===== src/pkg/mgs_consts.svh =====
// constants for the module general status register block
`ifndef MGS_CONSTS_SVH
`define MGS_CONSTS_SVH

// ==========================================================
// bus widths
`define MGS_APB_AW 18
`define MGS_IDX_W 16
`define MGS_REG_W 16

// ==========================================================
// register indices (byte address is four times the index)
`define MGS_IDX_STATUS 16'hb01d
`define MGS_IDX_LATCH 16'hb023
`define MGS_IDX_LANE_BASE 16'hb1a0
`define MGS_IDX_CTRL 16'hb400
`define MGS_IDX_COOL_CAP 16'hb401
`define MGS_IDX_ALARM_SEL 16'hb402

// ==========================================================
// general status field positions
`define MGS_BIT_COOLING 13
`define MGS_BIT_REFERENCE_CLOCK_INPUT 10
`define MGS_BIT_TX_PLL 9
`define MGS_BIT_TX_CMU 8
`define MGS_BIT_TX_SIGF 7
`define MGS_BIT_TX_HOST 6
`define MGS_BIT_RX_SIGNAL_LOSS 5
`define MGS_BIT_RX_NET 4
`define MGS_STATUS_MASK 16'h27f0

// ==========================================================
// per-lane word field positions
`define MGS_LANE_TX_SIGF 7
`define MGS_LANE_TX_LOCK 6
`define MGS_LANE_RX_SIGNAL_LOSS 4
`define MGS_LANE_RX_LOCK 3
`define MGS_MAX_LANES 16

// ==========================================================
// control register fields and reset values
`define MGS_CTRL_TX_EN 0
`define MGS_CTRL_ILOCK_USED 1
`define MGS_CTRL_REFERENCE_CLOCK_INPUT_EN 2
`define MGS_CTRL_PLL_EN 3
`define MGS_CTRL_CMU_EN 4
`define MGS_CTRL_MASK 16'h001f
`define MGS_CTRL_RESET 16'h001c
`define MGS_COOL_CAP_RESET 16'hffff
`define MGS_ALARM_SEL_RESET 16'h0000
`define MGS_ALARM_FIELD_W 3
`define MGS_ALARM_STRIDE 4
`define MGS_ALARM_PINS 3
`define MGS_ALARM_SRCS 5

`endif


===== src/pkg/mgs_pkg.sv =====
// types shared by the module general status register block
`include "mgs_consts.svh"
package mgs_pkg;

  // ==========================================================
  // apb carriers
  typedef struct packed {
    logic psel;
    logic penable;
    logic pwrite;
    logic [`MGS_APB_AW-1:0] paddr;
    logic [31:0] pwdata;
    logic [3:0] pstrb;
  } mgs_apb_req_t;

  typedef struct packed {
    logic pready;
    logic pslverr;
    logic [31:0] prdata;
  } mgs_apb_rsp_t;

  // ==========================================================
  // alarm pin source codes
  typedef enum logic [`MGS_ALARM_FIELD_W-1:0] {
    MGS_ALM_OFF,
    MGS_ALM_TX_HOST,
    MGS_ALM_RX_NET,
    MGS_ALM_TX_SIGF,
    MGS_ALM_COOL
  } mgs_alarm_src_t;

endpackage


===== src/verilog/mgs_change_latch.sv =====
// one latch bit that records any change of a status level
`timescale 1ns/1ps
`default_nettype none

module mgs_change_latch (
  input wire logic core_clk,
  input wire logic resetn,
  input wire logic coreClkEn,
  input wire logic level,
  input wire logic clear,
  output logic flag
);
  logic prev_r;
  logic flag_r;
  logic change;

  assign change = level ^ prev_r;
  assign flag = flag_r;

  always_ff @(posedge core_clk) begin
    if (!resetn) begin
      prev_r <= 1'b0;
      flag_r <= 1'b0;
    end else if (coreClkEn) begin
      prev_r <= level;
      // a change in the clearing cycle keeps the flag set
      flag_r <= change | (flag_r & ~clear);
    end
  end
endmodule // mgs_change_latch

`default_nettype wire


===== src/verilog/mgs_alarm_mux.sv =====
// one programmable alarm pin with its source selector
`timescale 1ns/1ps
`default_nettype none
`include "mgs_consts.svh"

module mgs_alarm_mux (
  input wire logic core_clk,
  input wire logic resetn,
  input wire logic coreClkEn,
  input wire logic [`MGS_ALARM_FIELD_W-1:0] sel,
  input wire logic [`MGS_ALARM_SRCS-1:0] sources,
  output logic pin
);
  logic pin_r;
  logic pinNxt;
  logic selValid;

  assign selValid = (sel < `MGS_ALARM_FIELD_W'(`MGS_ALARM_SRCS));
  assign pinNxt = selValid ? sources[sel] : 1'b0;
  assign pin = pin_r;

  always_ff @(posedge core_clk) begin
    if (!resetn) begin
      pin_r <= 1'b0;
    end else if (coreClkEn) begin
      pin_r <= pinNxt;
    end
  end
endmodule // mgs_alarm_mux

`default_nettype wire


===== src/verilog/mgs_general_status.sv =====
// module general status register, its change latch and the apb slave
//
// The APB register port was left to the implementer.
`timescale 1ns/1ps
`default_nettype none
`include "mgs_consts.svh"

module mgs_general_status #(
  parameter int NET_LANES = 16,
  parameter int HOST_LANES = 4
) (
  input wire logic core_clk,
  input wire logic resetn,
  input wire logic coreClkEn,
  input wire mgs_pkg::mgs_apb_req_t apbReq,
  output mgs_pkg::mgs_apb_rsp_t apbRsp,
  input wire logic [NET_LANES-1:0][`MGS_REG_W-1:0] netLaneStatus,
  input wire logic [HOST_LANES-1:0] hostTxLockLoss,
  input wire logic refClkLoss,
  input wire logic txJitterPllUnlock,
  input wire logic txClockMultiplierUnlock,
  input wire logic [`MGS_REG_W-1:0] modulePower,
  output logic [`MGS_ALARM_PINS-1:0] alarmPins
);

  // ==========================================================
  // elaboration checks
  if (NET_LANES < 1 || NET_LANES > `MGS_MAX_LANES) begin : g_bad_lanes
    $error("NET_LANES must lie between 1 and 16");
  end
  if (HOST_LANES < 1) begin : g_bad_host
    $error("HOST_LANES must be at least 1");
  end

  // ==========================================================
  // state
  logic [`MGS_REG_W-1:0] status_r;
  logic [`MGS_REG_W-1:0] statusNxt;
  logic [`MGS_REG_W-1:0] ctrl_r;
  logic [`MGS_REG_W-1:0] coolCap_r;
  logic [`MGS_REG_W-1:0] alarmSel_r;
  mgs_pkg::mgs_apb_rsp_t rsp_r;
  logic [`MGS_REG_W-1:0] latchFlags;
  logic [`MGS_REG_W-1:0] latchClr;

  // ==========================================================
  // lane summaries
  logic [NET_LANES-1:0] laneTxSigf;
  logic [NET_LANES-1:0] laneRxLos;
  logic [NET_LANES-1:0] laneRxLock;

  for (genvar i = 0; i < NET_LANES; i++) begin : g_lane
    assign laneTxSigf[i] = netLaneStatus[i][`MGS_LANE_TX_SIGF];
    assign laneRxLos[i] = netLaneStatus[i][`MGS_LANE_RX_SIGNAL_LOSS];
    assign laneRxLock[i] = netLaneStatus[i][`MGS_LANE_RX_LOCK];
  end

  logic txEnable;
  logic interlockUsed;
  logic txSigfAny;
  logic txHostAny;
  logic rxLosAny;
  logic rxNetAny;
  logic coolingNxt;

  assign txEnable = ctrl_r[`MGS_CTRL_TX_EN];
  assign interlockUsed = ctrl_r[`MGS_CTRL_ILOCK_USED];
  // a disabled transmitter reports no functionality loss
  assign txSigfAny = (|laneTxSigf) & txEnable;
  assign txHostAny = |hostTxLockLoss;
  assign rxLosAny = |laneRxLos;
  assign rxNetAny = |laneRxLock;
  // compared against a software-set capacity, so no pin can force the flag
  assign coolingNxt = interlockUsed & (modulePower > coolCap_r);

  always_comb begin
    statusNxt = '0;
    statusNxt[`MGS_BIT_COOLING] = coolingNxt;
    statusNxt[`MGS_BIT_REFERENCE_CLOCK_INPUT] = refClkLoss & ctrl_r[`MGS_CTRL_REFERENCE_CLOCK_INPUT_EN];
    statusNxt[`MGS_BIT_TX_PLL] = txJitterPllUnlock & ctrl_r[`MGS_CTRL_PLL_EN];
    statusNxt[`MGS_BIT_TX_CMU] = txClockMultiplierUnlock & ctrl_r[`MGS_CTRL_CMU_EN];
    statusNxt[`MGS_BIT_TX_SIGF] = txSigfAny;
    statusNxt[`MGS_BIT_TX_HOST] = txHostAny;
    statusNxt[`MGS_BIT_RX_SIGNAL_LOSS] = rxLosAny;
    statusNxt[`MGS_BIT_RX_NET] = rxNetAny;
  end

  always_ff @(posedge core_clk) begin
    if (!resetn) begin
      status_r <= '0;
    end else if (coreClkEn) begin
      status_r <= statusNxt;
    end
  end

  // ==========================================================
  // apb decode
  logic [`MGS_IDX_W-1:0] regIdx;
  logic misaligned;
  logic selStatus;
  logic selLatch;
  logic selCtrl;
  logic selCoolCap;
  logic selAlarm;
  logic selLane;
  logic [3:0] laneIdx;
  logic [`MGS_IDX_W-1:0] laneOffset;
  logic mapped;
  logic setupPhase;
  logic accessDone;
  logic writeOk;
  logic latchRead;

  assign regIdx = apbReq.paddr[`MGS_APB_AW-1:2];
  assign misaligned = |apbReq.paddr[1:0];
  assign laneOffset = regIdx - `MGS_IDX_LANE_BASE;
  assign laneIdx = laneOffset[3:0];
  assign selStatus = (regIdx == `MGS_IDX_STATUS);
  assign selLatch = (regIdx == `MGS_IDX_LATCH);
  assign selCtrl = (regIdx == `MGS_IDX_CTRL);
  assign selCoolCap = (regIdx == `MGS_IDX_COOL_CAP);
  assign selAlarm = (regIdx == `MGS_IDX_ALARM_SEL);
  assign selLane = (regIdx >= `MGS_IDX_LANE_BASE) &&
                   (laneOffset < `MGS_IDX_W'(NET_LANES));
  assign mapped = !misaligned &&
                  (selStatus | selLatch | selCtrl | selCoolCap | selAlarm | selLane);
  assign setupPhase = apbReq.psel & ~apbReq.penable & ~rsp_r.pready;
  assign accessDone = apbReq.psel & apbReq.penable & rsp_r.pready;
  assign writeOk = accessDone & apbReq.pwrite & ~rsp_r.pslverr;
  assign latchRead = accessDone & ~apbReq.pwrite & ~rsp_r.pslverr & selLatch;

  // ==========================================================
  // read data
  logic [`MGS_REG_W-1:0] laneWord;
  logic [`MGS_REG_W-1:0] readWord;

  assign laneWord = selLane ? netLaneStatus[laneIdx] : '0;
  assign readWord = selStatus ? (status_r & `MGS_STATUS_MASK) :
                    selLatch ? (latchFlags & `MGS_STATUS_MASK) :
                    selCtrl ? ctrl_r :
                    selCoolCap ? coolCap_r :
                    selAlarm ? alarmSel_r :
                    laneWord;

  // only the bits that were returned are cleared, so a change that lands
  // between setup and access is still seen on the next read
  assign latchClr = latchRead ? rsp_r.prdata[`MGS_REG_W-1:0] : '0;

  always_ff @(posedge core_clk) begin
    if (!resetn) begin
      rsp_r <= '0;
    end else if (coreClkEn) begin
      rsp_r.pready <= setupPhase;
      rsp_r.pslverr <= setupPhase & ~mapped;
      rsp_r.prdata <= (setupPhase & ~apbReq.pwrite & mapped) ? {16'h0000, readWord} : 32'h0000_0000;
    end
  end

  assign apbRsp = rsp_r;

  // ==========================================================
  // writable registers; status, latch and lane words have no write path
  function automatic logic [`MGS_REG_W-1:0] merge16(
    input logic [`MGS_REG_W-1:0] old,
    input logic [31:0] wdata,
    input logic [3:0] strb
  );
    logic [`MGS_REG_W-1:0] res;
    res[7:0] = strb[0] ? wdata[7:0] : old[7:0];
    res[15:8] = strb[1] ? wdata[15:8] : old[15:8];
    return res;
  endfunction

  logic [`MGS_REG_W-1:0] ctrlNxt;
  logic [`MGS_REG_W-1:0] coolCapNxt;
  logic [`MGS_REG_W-1:0] alarmSelNxt;

  assign ctrlNxt = (writeOk & selCtrl) ?
                   (merge16(ctrl_r, apbReq.pwdata, apbReq.pstrb) & `MGS_CTRL_MASK) : ctrl_r;
  assign coolCapNxt = (writeOk & selCoolCap) ?
                      merge16(coolCap_r, apbReq.pwdata, apbReq.pstrb) : coolCap_r;
  assign alarmSelNxt = (writeOk & selAlarm) ?
                       (merge16(alarmSel_r, apbReq.pwdata, apbReq.pstrb) & 16'h0777) : alarmSel_r;

  always_ff @(posedge core_clk) begin
    if (!resetn) begin
      ctrl_r <= `MGS_CTRL_RESET;
      coolCap_r <= `MGS_COOL_CAP_RESET;
      alarmSel_r <= `MGS_ALARM_SEL_RESET;
    end else if (coreClkEn) begin
      ctrl_r <= ctrlNxt;
      coolCap_r <= coolCapNxt;
      alarmSel_r <= alarmSelNxt;
    end
  end

  // ==========================================================
  // change latches for every implemented status bit
  for (genvar b = 0; b < `MGS_REG_W; b++) begin : g_latch
    localparam logic [`MGS_REG_W-1:0] STATUS_MASK = `MGS_STATUS_MASK;
    if (STATUS_MASK[b]) begin : g_bit
      mgs_change_latch u_latch (
        .core_clk(core_clk),
        .resetn(resetn),
        .coreClkEn(coreClkEn),
        .level(status_r[b]),
        .clear(latchClr[b]),
        .flag(latchFlags[b])
      );
    end else begin : g_none
      assign latchFlags[b] = 1'b0;
    end
  end

  // ==========================================================
  // programmable alarm pins
  logic [`MGS_ALARM_SRCS-1:0] alarmSources;

  assign alarmSources[mgs_pkg::MGS_ALM_OFF] = 1'b0;
  assign alarmSources[mgs_pkg::MGS_ALM_TX_HOST] = status_r[`MGS_BIT_TX_HOST];
  assign alarmSources[mgs_pkg::MGS_ALM_RX_NET] = status_r[`MGS_BIT_RX_NET];
  assign alarmSources[mgs_pkg::MGS_ALM_TX_SIGF] = status_r[`MGS_BIT_TX_SIGF];
  assign alarmSources[mgs_pkg::MGS_ALM_COOL] = status_r[`MGS_BIT_COOLING];

  for (genvar p = 0; p < `MGS_ALARM_PINS; p++) begin : g_alarm
    mgs_alarm_mux u_mux (
      .core_clk(core_clk),
      .resetn(resetn),
      .coreClkEn(coreClkEn),
      .sel(alarmSel_r[p*`MGS_ALARM_STRIDE +: `MGS_ALARM_FIELD_W]),
      .sources(alarmSources),
      .pin(alarmPins[p])
    );
  end

  // ==========================================================
  // assertions
  logic [`MGS_REG_W-1:0] statusSeen_r;

  always_ff @(posedge core_clk) begin
    if (!resetn) begin
      statusSeen_r <= '0;
    end else if (coreClkEn) begin
      statusSeen_r <= status_r;
    end
  end
endmodule // mgs_general_status

`default_nettype wire


===== config.mk =====
export PLATFORM = sky130hd
export DESIGN_NAME = mgs_general_status
export DESIGN_NICKNAME = d
export VERILOG_FILES = /design/src/pkg/mgs_pkg.sv /design/src/verilog/mgs_change_latch.sv /design/src/verilog/mgs_alarm_mux.sv /design/src/verilog/mgs_general_status.sv
export VERILOG_INCLUDE_DIRS = /design/src /design/src/pkg
export SDC_FILE = /design/constraint.sdc
export NUM_CORES = 1
export LEC_CHECK = 0
export ABC_CLOCK_PERIOD_IN_PS = 2400
export BUFFER_PORTS_ARGS = -buffer_cell sky130_fd_sc_hd__buf_2
export CORE_AREA = 2 2 147 149
export CTS_CLUSTER_SIZE = 12
export DETAILED_ROUTE_END_ITERATION = 6
export DIE_AREA = 0 0 149 151
export PLACE_DENSITY_LB_ADDON = 0.2
export SLEW_MARGIN = 20
export SYNTH_ARGS = -nofsm -noshare
export SYNTH_HDL_FRONTEND = slang
export SYNTH_SLANG_ARGS = --single-unit

===== constraint.sdc =====
create_clock -name core_clk -period 2.4 [get_ports core_clk]
set_input_delay 0.12 -clock core_clk [delete_from_list [all_inputs] [get_ports core_clk]]
set_output_delay 0.12 -clock core_clk [all_outputs]
set_load 0.01 [all_outputs]

Yosys cells after proc, flatten, opt, wreduce, memory -nomap -nowiden
Index checks and enable logic that the tools add are counted.
Word-level totals
  register bits after elaboration: 75
  input port bits: 339
  output and inout port bits: 37
  logic and storage cells: 138
Cells by class
  add/subtract/negate cells: 1
  order comparisons: 10
  eq/ne operators: 5
  mux-type cells: 19
  bitwise gates (word level): 62
  reduce and logical (&&, ||, !) cells: 13
Operators by type and width (number)
  two-way mux 16 bit: 8
  equality test 16 bit (second input constant): 5
  binary-select mux 16 bit (select 4 bit): 1
  OR reduction 16 bit: 3
  bitwise AND 1 bit: 28
  greater-or-equal comparator 16 bit (second input constant): 1
  greater-than comparator 16 bit: 1
  < comparator 16 x 5 -> 1 bit (second input constant): 1
  subtractor 16 bit (second input constant): 1
  AND reduction 3 bit: 5
  two-way mux 14 bit: 1
  NOT 1 bit: 13
  OR 1 bit: 13
  < comparator 3 x 4 -> 1 bit (second input constant): 3
  binary-select mux 1 bit (select 3 bit): 3
  < comparator 3 bit (second input constant): 3
  bitwise XOR 1 bit: 8
  two-way mux 1 bit: 6
  < comparator 4 x 5 -> 1 bit (second input constant): 1
  OR reduction 4 bit: 1
  logical AND 1 bit: 2
  OR reduction 2 bit: 1
  logical NOT 1 bit: 1

Longest topological paths before layout
Gate-level depths: netlist (run 1).
  depth in word-level cells: 10
  gate-level depth with buffers: 9
  gate-level depth less buffers: 8

Hierarchy
Synthesis (run 1) repeated with hierarchy kept, for this count alone.
Unflattened totals
  cells, all modules: 651
  area total of the unflattened synthesis: 6433.7 um^2
By module, submodules not included
  mgs_general_status: times used 1, cells each 560, area each 5512.8 um^2, seq. area each 1121.1 um^2
  mgs_change_latch: times used 8, cells each 8, area each 85.1 um^2, seq. area each 40.0 um^2
  mgs_alarm_mux: times used 3, cells each 9, area each 80.1 um^2, seq. area each 20.0 um^2

Worst setup path before layout (run 1)
No wires, ideal clock.
  path kind: input to register
  start point: input port apbReq[43] (netlist bit)
  end point: register rsp_r, in the netlist apbRsp[1]
  setup time: 0.087 ns
  arrival: 1.707 ns
  required time: 2.313 ns
  setup slack: 0.606 ns
  stages: 8
  buffers on the path: 0
  cells stage by stage: inv_1 -> ha_1 -> nor3b_2 -> a21oi_1 -> or4_4 -> o21ai_4 -> nand2_1 -> o31ai_1
On the way
  longest elaborated chain between the ends: 10
  elaborated cells on any way between the ends: 23
  those cells by class: add/sub (1); order compare (2); eq/ne (5); mux (7); bitwise (6); reduce/logical (2)
RTL lines
  start, declared: RTL line mgs_general_status.sv:15  | input wire mgs_pkg::mgs_apb_req_t apbReq,
  subtractor 16 bit (no line)
  < comparator 16 x 5 -> 1 bit: RTL line mgs_general_status.sv:124  | (laneOffset < `MGS_IDX_W'(NET_LANES));
  logical AND 1 bit: RTL line mgs_general_status.sv:123  | assign selLane = (regIdx >= `MGS_IDX_LANE_BASE) &&
  two-way mux 16 bit: RTL line mgs_general_status.sv:137  | assign laneWord = selLane ? netLaneStatus[laneIdx] : '0;
  two-way mux 16 bit: RTL line mgs_general_status.sv:142  | selAlarm ? alarmSel_r :
  two-way mux 16 bit: RTL line mgs_general_status.sv:141  | selCoolCap ? coolCap_r :
  two-way mux 16 bit: RTL line mgs_general_status.sv:140  | selCtrl ? ctrl_r :
  two-way mux 16 bit: RTL line mgs_general_status.sv:139  | selLatch ? (latchFlags & `MGS_STATUS_MASK) :
  two-way mux 16 bit: RTL line mgs_general_status.sv:138  | assign readWord = selStatus ? (status_r & `MGS_STATUS_MASK) :
  two-way mux 16 bit (*): RTL line mgs_general_status.sv:155  | rsp_r.prdata <= (setupPhase & ~apbReq.pwrite & mapped) ? {16'h0000, readWord} : 32'h0000_0000;
  end, declared: RTL line mgs_general_status.sv:42  | mgs_pkg::mgs_apb_rsp_t rsp_r;
Mark *: on every way between the ends. The rest lies on a longest branch, timed or not.
A chain may end at the register's enable or synchronous reset.

Final worst setup path (run 1)
  start point: register coolCap_r[9]
  end point: register status_r[13]
On the way
  longest elaborated chain between the ends: 2
RTL lines
  start, declared: RTL line mgs_general_status.sv:40  | logic [`MGS_REG_W-1:0] coolCap_r;
  start signal, assigned: RTL line mgs_general_status.sv:188  | coolCap_r <= `MGS_COOL_CAP_RESET;
  start signal, assigned: RTL line mgs_general_status.sv:192  | coolCap_r <= coolCapNxt;
  greater-than comparator 16 bit: RTL line mgs_general_status.sv:74  | assign coolingNxt = interlockUsed & (modulePower > coolCap_r);
  bitwise AND 1 bit: RTL line mgs_general_status.sv:74
  end signal, assigned: RTL line mgs_general_status.sv:92  | status_r <= statusNxt;
  end, declared: RTL line mgs_general_status.sv:37  | logic [`MGS_REG_W-1:0] status_r;
No other way between the ends.

==> run_results.csv, run 1 <==
group,metric,value,unit
place,io_buffers,341,
critical_path,worst_ep_arrival_time,2.20,ns
die,die-width,149,um
sta,setup_violations,0,
route,routed_via_density,5.24,
synthesis,syn-cell-area,6460,sq um
global_routing,grt_pass1_vias,6536,
pwr,peakVddDrop,0.332,mV
synthesis,ys_seq_area_share,23.2,%
route,drt_drc_violations_left,0,
route,wire_per_inst,20.4,um
critical_path,required,2.62,ns
synthesis,async_reset_ff_share,0,%
clock_network,ctsResizeCount,0,
layout,nNetsFinal,1344,
die,die-area,22500,sq um
hold_path,hold_path_class,"in2reg",
die,core_area,20800,sq um
clock_network,hold_buffers,0,
sta,setup_slack,0.416,ns
critical_path,end_kind,"flop",
global_routing,grt_max_degree,60,
layout,area_delta_synth_final,33.7,%
synthesis,synthCells,657,
synthesis,synth_edf_count,0,
sta,hold_violations,0,
synthesis,synth_ff_type,"dfxtp_1",
route,vias,6646,
route,wl,25.8,mm
global_routing,antenna_found_initial,5,
synthesis,synth.avg_cell_area,9.83,sq um
run_status,status,"finished clean",
place,pre_cts_ws,0.188,ns
synthesis,synth_top_area_share,23.2,%
synthesis,synth-seq-cells,75,
place,gp_congestion,0.936,
clock_network,clk_pin_slew,0.06,ns
die,rows,53,
sta,drv_slew,0,
sta,fin_skew,0.00430,ns
place,dpl.hpwl,22.0,mm
sta,period_needed,1.98,ns
run,cap_violations,0,
route,antenna_left,0,
global_routing,grt.total_usage,22.3,%
clock_network,clk_path_buf_depth,2,
route,dr.pass1.iters,4,
synthesis,netlist_top_cells_area,"dfxtp_1 23%, mux4_2 18%, mux4_1 8.1%, nand2_1 4.4%, ha_1 3.3%",
sta,max_slew_margin,41.0,%
clock_network,h-tree-depth,3,
clock_network,cts_tree,"built",
critical_path,cp_max_fo,2,
sta,max_freq,0.504,GHz
global_routing,grt_pass1_wl,37.6,mm
pwr,p_per_area,392,nW/um^2
route,drtIter0Drc,279,
sta,tns,0,ns
synthesis,synth_area_leader_cell,"dfxtp_1",
die,initial_utilization,31.0,%
synthesis,yosys-top-cells-count,"76 x nand2_1, 75 x dfxtp_1, 51 x mux4_2",
sta,worst_pin_slew,0.884,ns
clock_network,cts.sinks,75,
die,die_h,151,um
layout,final_util,41.5,%
sta,fin_crit_sh,82.7,%
die,io_pins,376,
sta,grt_setup_unrepaired,"false",
clock_network,clk_latency,0.33,ns
synthesis,yosysWarnings,0,
clock_network,numCtsBuffers,9,
critical_path,crit_path_start_kind,"flop",
clock_network,cts_setup_buffers,0,
critical_path,path_class,"reg2reg",
layout,drive_gt1_share,45.5,%
global_routing,grt_overflow,0,
synthesis,synth_most_common_cell,"nand2_1",
clock_network,cts_root_buf,"clkbuf_16",
synthesis,synth_cell_types,65,
pwr,p_leak,0.00396,uW
sta,whs,0.0239,ns
==> layout by cell type (no fill, tap or decap), types with 17 or more instances in the layout <==
cell | Yosys | routed
buf_2 | 12 | 339
a21boi_0 | 20 | 20
inv_1 | 23 | 23
a21oi_1 | 23 | 23
o211ai_1 | 18 | 18
o21ai_0 | 31 | 31
nor2b_1 | 22 | 22
ha_1 | 17 | 17
nand2_1 | 76 | 76
mux4_1 | 20 | 20
mux4_2 | 51 | 51
nand3_1 | 29 | 29
mux2i_1 | 20 | 20
buf_4 | 24 | 32
dfxtp_1 | 75 | 75
==> stage by stage <==
step           cell area, sq um  instances  power (uW)
5_1_grt                    8640       1268        3530
6_report                   8640       1268        3380
2_1_floorplan              6520        672        1790
4_1_cts                    8630       1266        3410
3_5_place_dp               8370       1252        2160
3_3_place_gp               8370       1252        2150
==> layer usage <==
| metal | up-vias | wire length (um) | track usage [%] |
|---|---|---|---|
| met2 | 246 | 13100 | 38.7 |
| met1 | 3183 | 10500 | 27.5 |
| li1 | 3172 | - | - |
| met5 | - | 35 | 0 |
| met3 | 39 | 1680 | 5.63 |
| met4 | 6 | 580 | 6.57 |
==> layout make-up <==
cell class              count  area (sq um)
well taps                 275           344
clock buffers              12           256
multi-input cells         506          4460
clock inverters             2          12.5
flip-flops and latches     75          1500
diodes                      2          5.00
fillers                  2166         12200
repair buffers            373          1980
inverters                  23          86.3
==> critical path: stages, from the launching register on <==
cell and delay [ns]:
dfxtp_1 0.40, inv_1 0.08, ha_1 0.29, a21o_1 0.16, a21o_1 0.17, a211o_1 0.28
o211ai_1 0.09, a21oi_1 0.11, o311a_1 0.29
==> final timing paths <==
check	startpoint	end	slack (ns)	depth (start not counted)
worst min register to register	apbRsp[0]	apbRsp[0]	0.45	2
worst max register to register	coolCap_r[9]	status_r[13]	0.42	8
worst max-delay path	coolCap_r[9]	status_r[13]	0.42	8
worst min-delay path	apbReq[18]	coolCap_r[14]	0.02	3
==> report_power, final <==
group / switching, uW / total, uW / internal (uW) / leakage, uW
clock: 510 / 1250 / 743 / 0.000131
sequential: 21.4 / 1290 / 1270 / 0.000608
combinational: 357 / 842 / 485 / 0.00322
==> state kept, by name, indices dropped and copies added (netlist names) <==
register and flops:
g_alarm.u_mux.pin 3, apbRsp 18, status_r 8, coolCap_r 16
g_latch.g_bit.u_latch.flag 8, ctrl_r 5, alarmSel_r 9, g_latch.g_bit.u_latch.prev_r 8
==> cells by family after synthesis <==
| kind of cell | after synthesis | share of synthesized area, % |
|---|---|---|
| and+or+nand+nor | 216 | 17.8 |
| AOI/OAI and AO/OA | 156 | 16.5 |
| muxes | 93 | 29.4 |
| buffers and inverters | 91 | 8.64 |
| DFF | 75 | 23.2 |
| adders and majority gates | 17 | 3.29 |
| xor gates and xnor gates | 8 | 1.08 |
| other | 1 | 0.0581 |
No activity file was read; power rests on OpenSTA's default activity.
==> inputs of run 2 (changes only) <==
Settings changed: ABC_CLOCK_PERIOD_IN_PS 2400 to 1980.
Clock period 2.4 ns to 1.98 ns, I/O delays scaled along.
==> run 2 against run 1 <==
  * Sequential share of layout area is 0.72 points lower
  * First-iteration DRC count grew 25%
  * Sequential power grew 21%
  * Via count up 1.9%
  * Power rose by 29%
  * Final area is 4.3% higher
  * Non-clock buffer count grew 37
  * Global-route usage rose by 0.41 points
  * Largest cell class unchanged
  * Largest power group is now the clock network
  * Highest routed layer unchanged
==> run_results.csv, run 2 (synthesized netlist as in run 1, its figures left out) <==
group,metric,value,unit
pwr,pwr-share-seq,35.8,%
route,wl,26.4,mm
route,antenna_left,0,
route,dr.pass1.iters,5,
sta,drv_slew,0,
route,wire_per_inst,20.2,um
clock_network,clk_path_buf_depth,2,
pwr,sw_frac_of_total,25.2,%
critical_path,cpLargestDelayFamily,"compound AO/OA/AOI/OAI gates",
pwr,p_per_area,483,nW/um^2
clock_network,cts_root_buf,"clkbuf_16",
die,die-width,149,um
clock_network,cts_tree,"built",
sta,fin_skew,0.00903,ns
layout,final_cell_count_no_fill,1308,
place,gp_congestion,0.897,
critical_path,path_cells,"inv_1 -> ha_1 -> a21o_1 -> a21o_1 -> a211o_1 -> o211ai_1 -> a21oi_2 -> o311a_1",
die,die_h,151,um
critical_path,worst_path_most_repeated_cell,"a21o_1",
place,dp.cells,1285,
global_routing,antenna_found_initial,7,
global_routing,grt_max_degree,48,
critical_path,crit_path_start_kind,"flop",
critical_path,required,2.20,ns
place,place_area,8650,sq um
die,die-area,22500,sq um
route,vias,6770,
pwr,comb_power_share,24.3,%
die,initial_utilization,31.0,%
sta,period_needed,1.88,ns
die,rows,53,
place,io_buffers,341,
clock_network,clk_latency,0.34,ns
critical_path,cp_max_fo,2,
place,dpl.hpwl,22.4,mm
layout,design_area,9010,sq um
pwr,clkPwrFrac,39.8,%
sta,setup_violations,0,
critical_path,path_class,"reg2reg",
global_routing,grt_pass1_wl,38.3,mm
critical_path,end_kind,"flop",
sta,grt_setup_unrepaired,"false",
hold_path,hold_path_class,"in2reg",
critical_path,crit_slowest_cell,"dfxtp_1",
layout,drive_gt1_share,47.2,%
clock_network,clk_pin_slew,0.06,ns
layout,nNetsFinal,1381,
clock_network,cts_setup_buffers,0,
global_routing,grt.total_usage,22.8,%
critical_path,worst_ep_arrival_time,2.10,ns
critical_path,critical_path.max_stage_delay,0.32,ns
pwr,peakVddDrop,0.374,mV
route,drt_drc_violations_left,0,
pwr,p_leak,0.00416,uW
layout,largest_reg_flops,18,
pwr,power.internal,3260,uW
layout,area_delta_synth_final,39.5,%
run_status,status,"finished clean",
layout,final_util,43.3,%
critical_path,path_buf_inv,1,
sta,hold_violations,0,
run,cap_violations,0,
clock_network,cts.sinks,75,
clock_network,numCtsBuffers,9,
clock_network,h-tree-depth,3,
sta,fin_crit_sh,94.9,%
global_routing,grt_pass1_vias,6740,
route,drtIter0Drc,349,
die,io_pins,376,
layout,final_cell_mix,"339 x buf_2, 76 x nand2_1, 75 x dfxtp_1",
route,routed_via_density,5.18,
sta,max_freq,0.532,GHz
die,core_area,20800,sq um
layout,final_common_cell,"buf_2",
global_routing,grt_overflow,0,
pwr,p_switching,1100,uW
==> run 2: final timing paths <==
| path | from | endpoint | slack, ns | cells past startpoint |
|---|---|---|---|---|
| min | apbReq[11] | coolCap_r[7] | 0.007 | 3 |
| min reg2reg | apbRsp[14] | apbRsp[14] | 0.46 | 2 |
| max | coolCap_r[9] | status_r[13] | 0.10 | 8 |
| max reg2reg | coolCap_r[9] | status_r[13] | 0.10 | 8 |
==> run 2: routing by layer <==
layer | share of wire [%] | track usage, %
met3 | 6.3 | 5.06
met2 | 51 | 39.6
met1 | 41 | 28.4
met5 | 0.053 | 0
met4 | 1.9 | 6.48
==> run 2: timing repair <==
action,CTS,global route
setup endpoints to repair,0,1
endpoints found under the hold margin,4,0
gates resized for setup,0,1
hold buffers,4,0
==> run 2: power by group through the flow <==
stage	registers, uW	clock network (uW)	logic (uW)
floorplan	1580	0	584
global placement	1590	0	1050
global route	1560	1820	1150
detailed placement	1590	0	1060
finish	1560	1740	1060
CTS	1560	1770	1070
==> run 2: tightest hold or removal path, stage by stage <==
cell and delay, ns:
buf_2 0.08, nand2_1 0.04, o211ai_1 0.08
==> run 2: area by class of cell <==
type                    count  area, sq um
repair buffers            410         2300
clock inverters             3         65.1
diodes                      6         15.0
fillers                  2111        11800
clock buffers              10          239
multi-input cells         506         4460
flip-flops and latches     75         1500
well taps                 275          344
inverters                  23         86.3
==> run 2: metrics by stage <==
step	total power, uW	hold slack [ns]	TNS (ns)	setup slack, ns
6_report	4360	0.00729	0	0.101
5_1_grt	4540	0.0157	0	0.00865
4_1_cts	4400	0.00417	0	0.0818
3_5_place_dp	2650	0.334	-0.520	-0.103
3_3_place_gp	2640	0.334	-0.309	-0.102
2_1_floorplan	2160	0.223	0	0.207
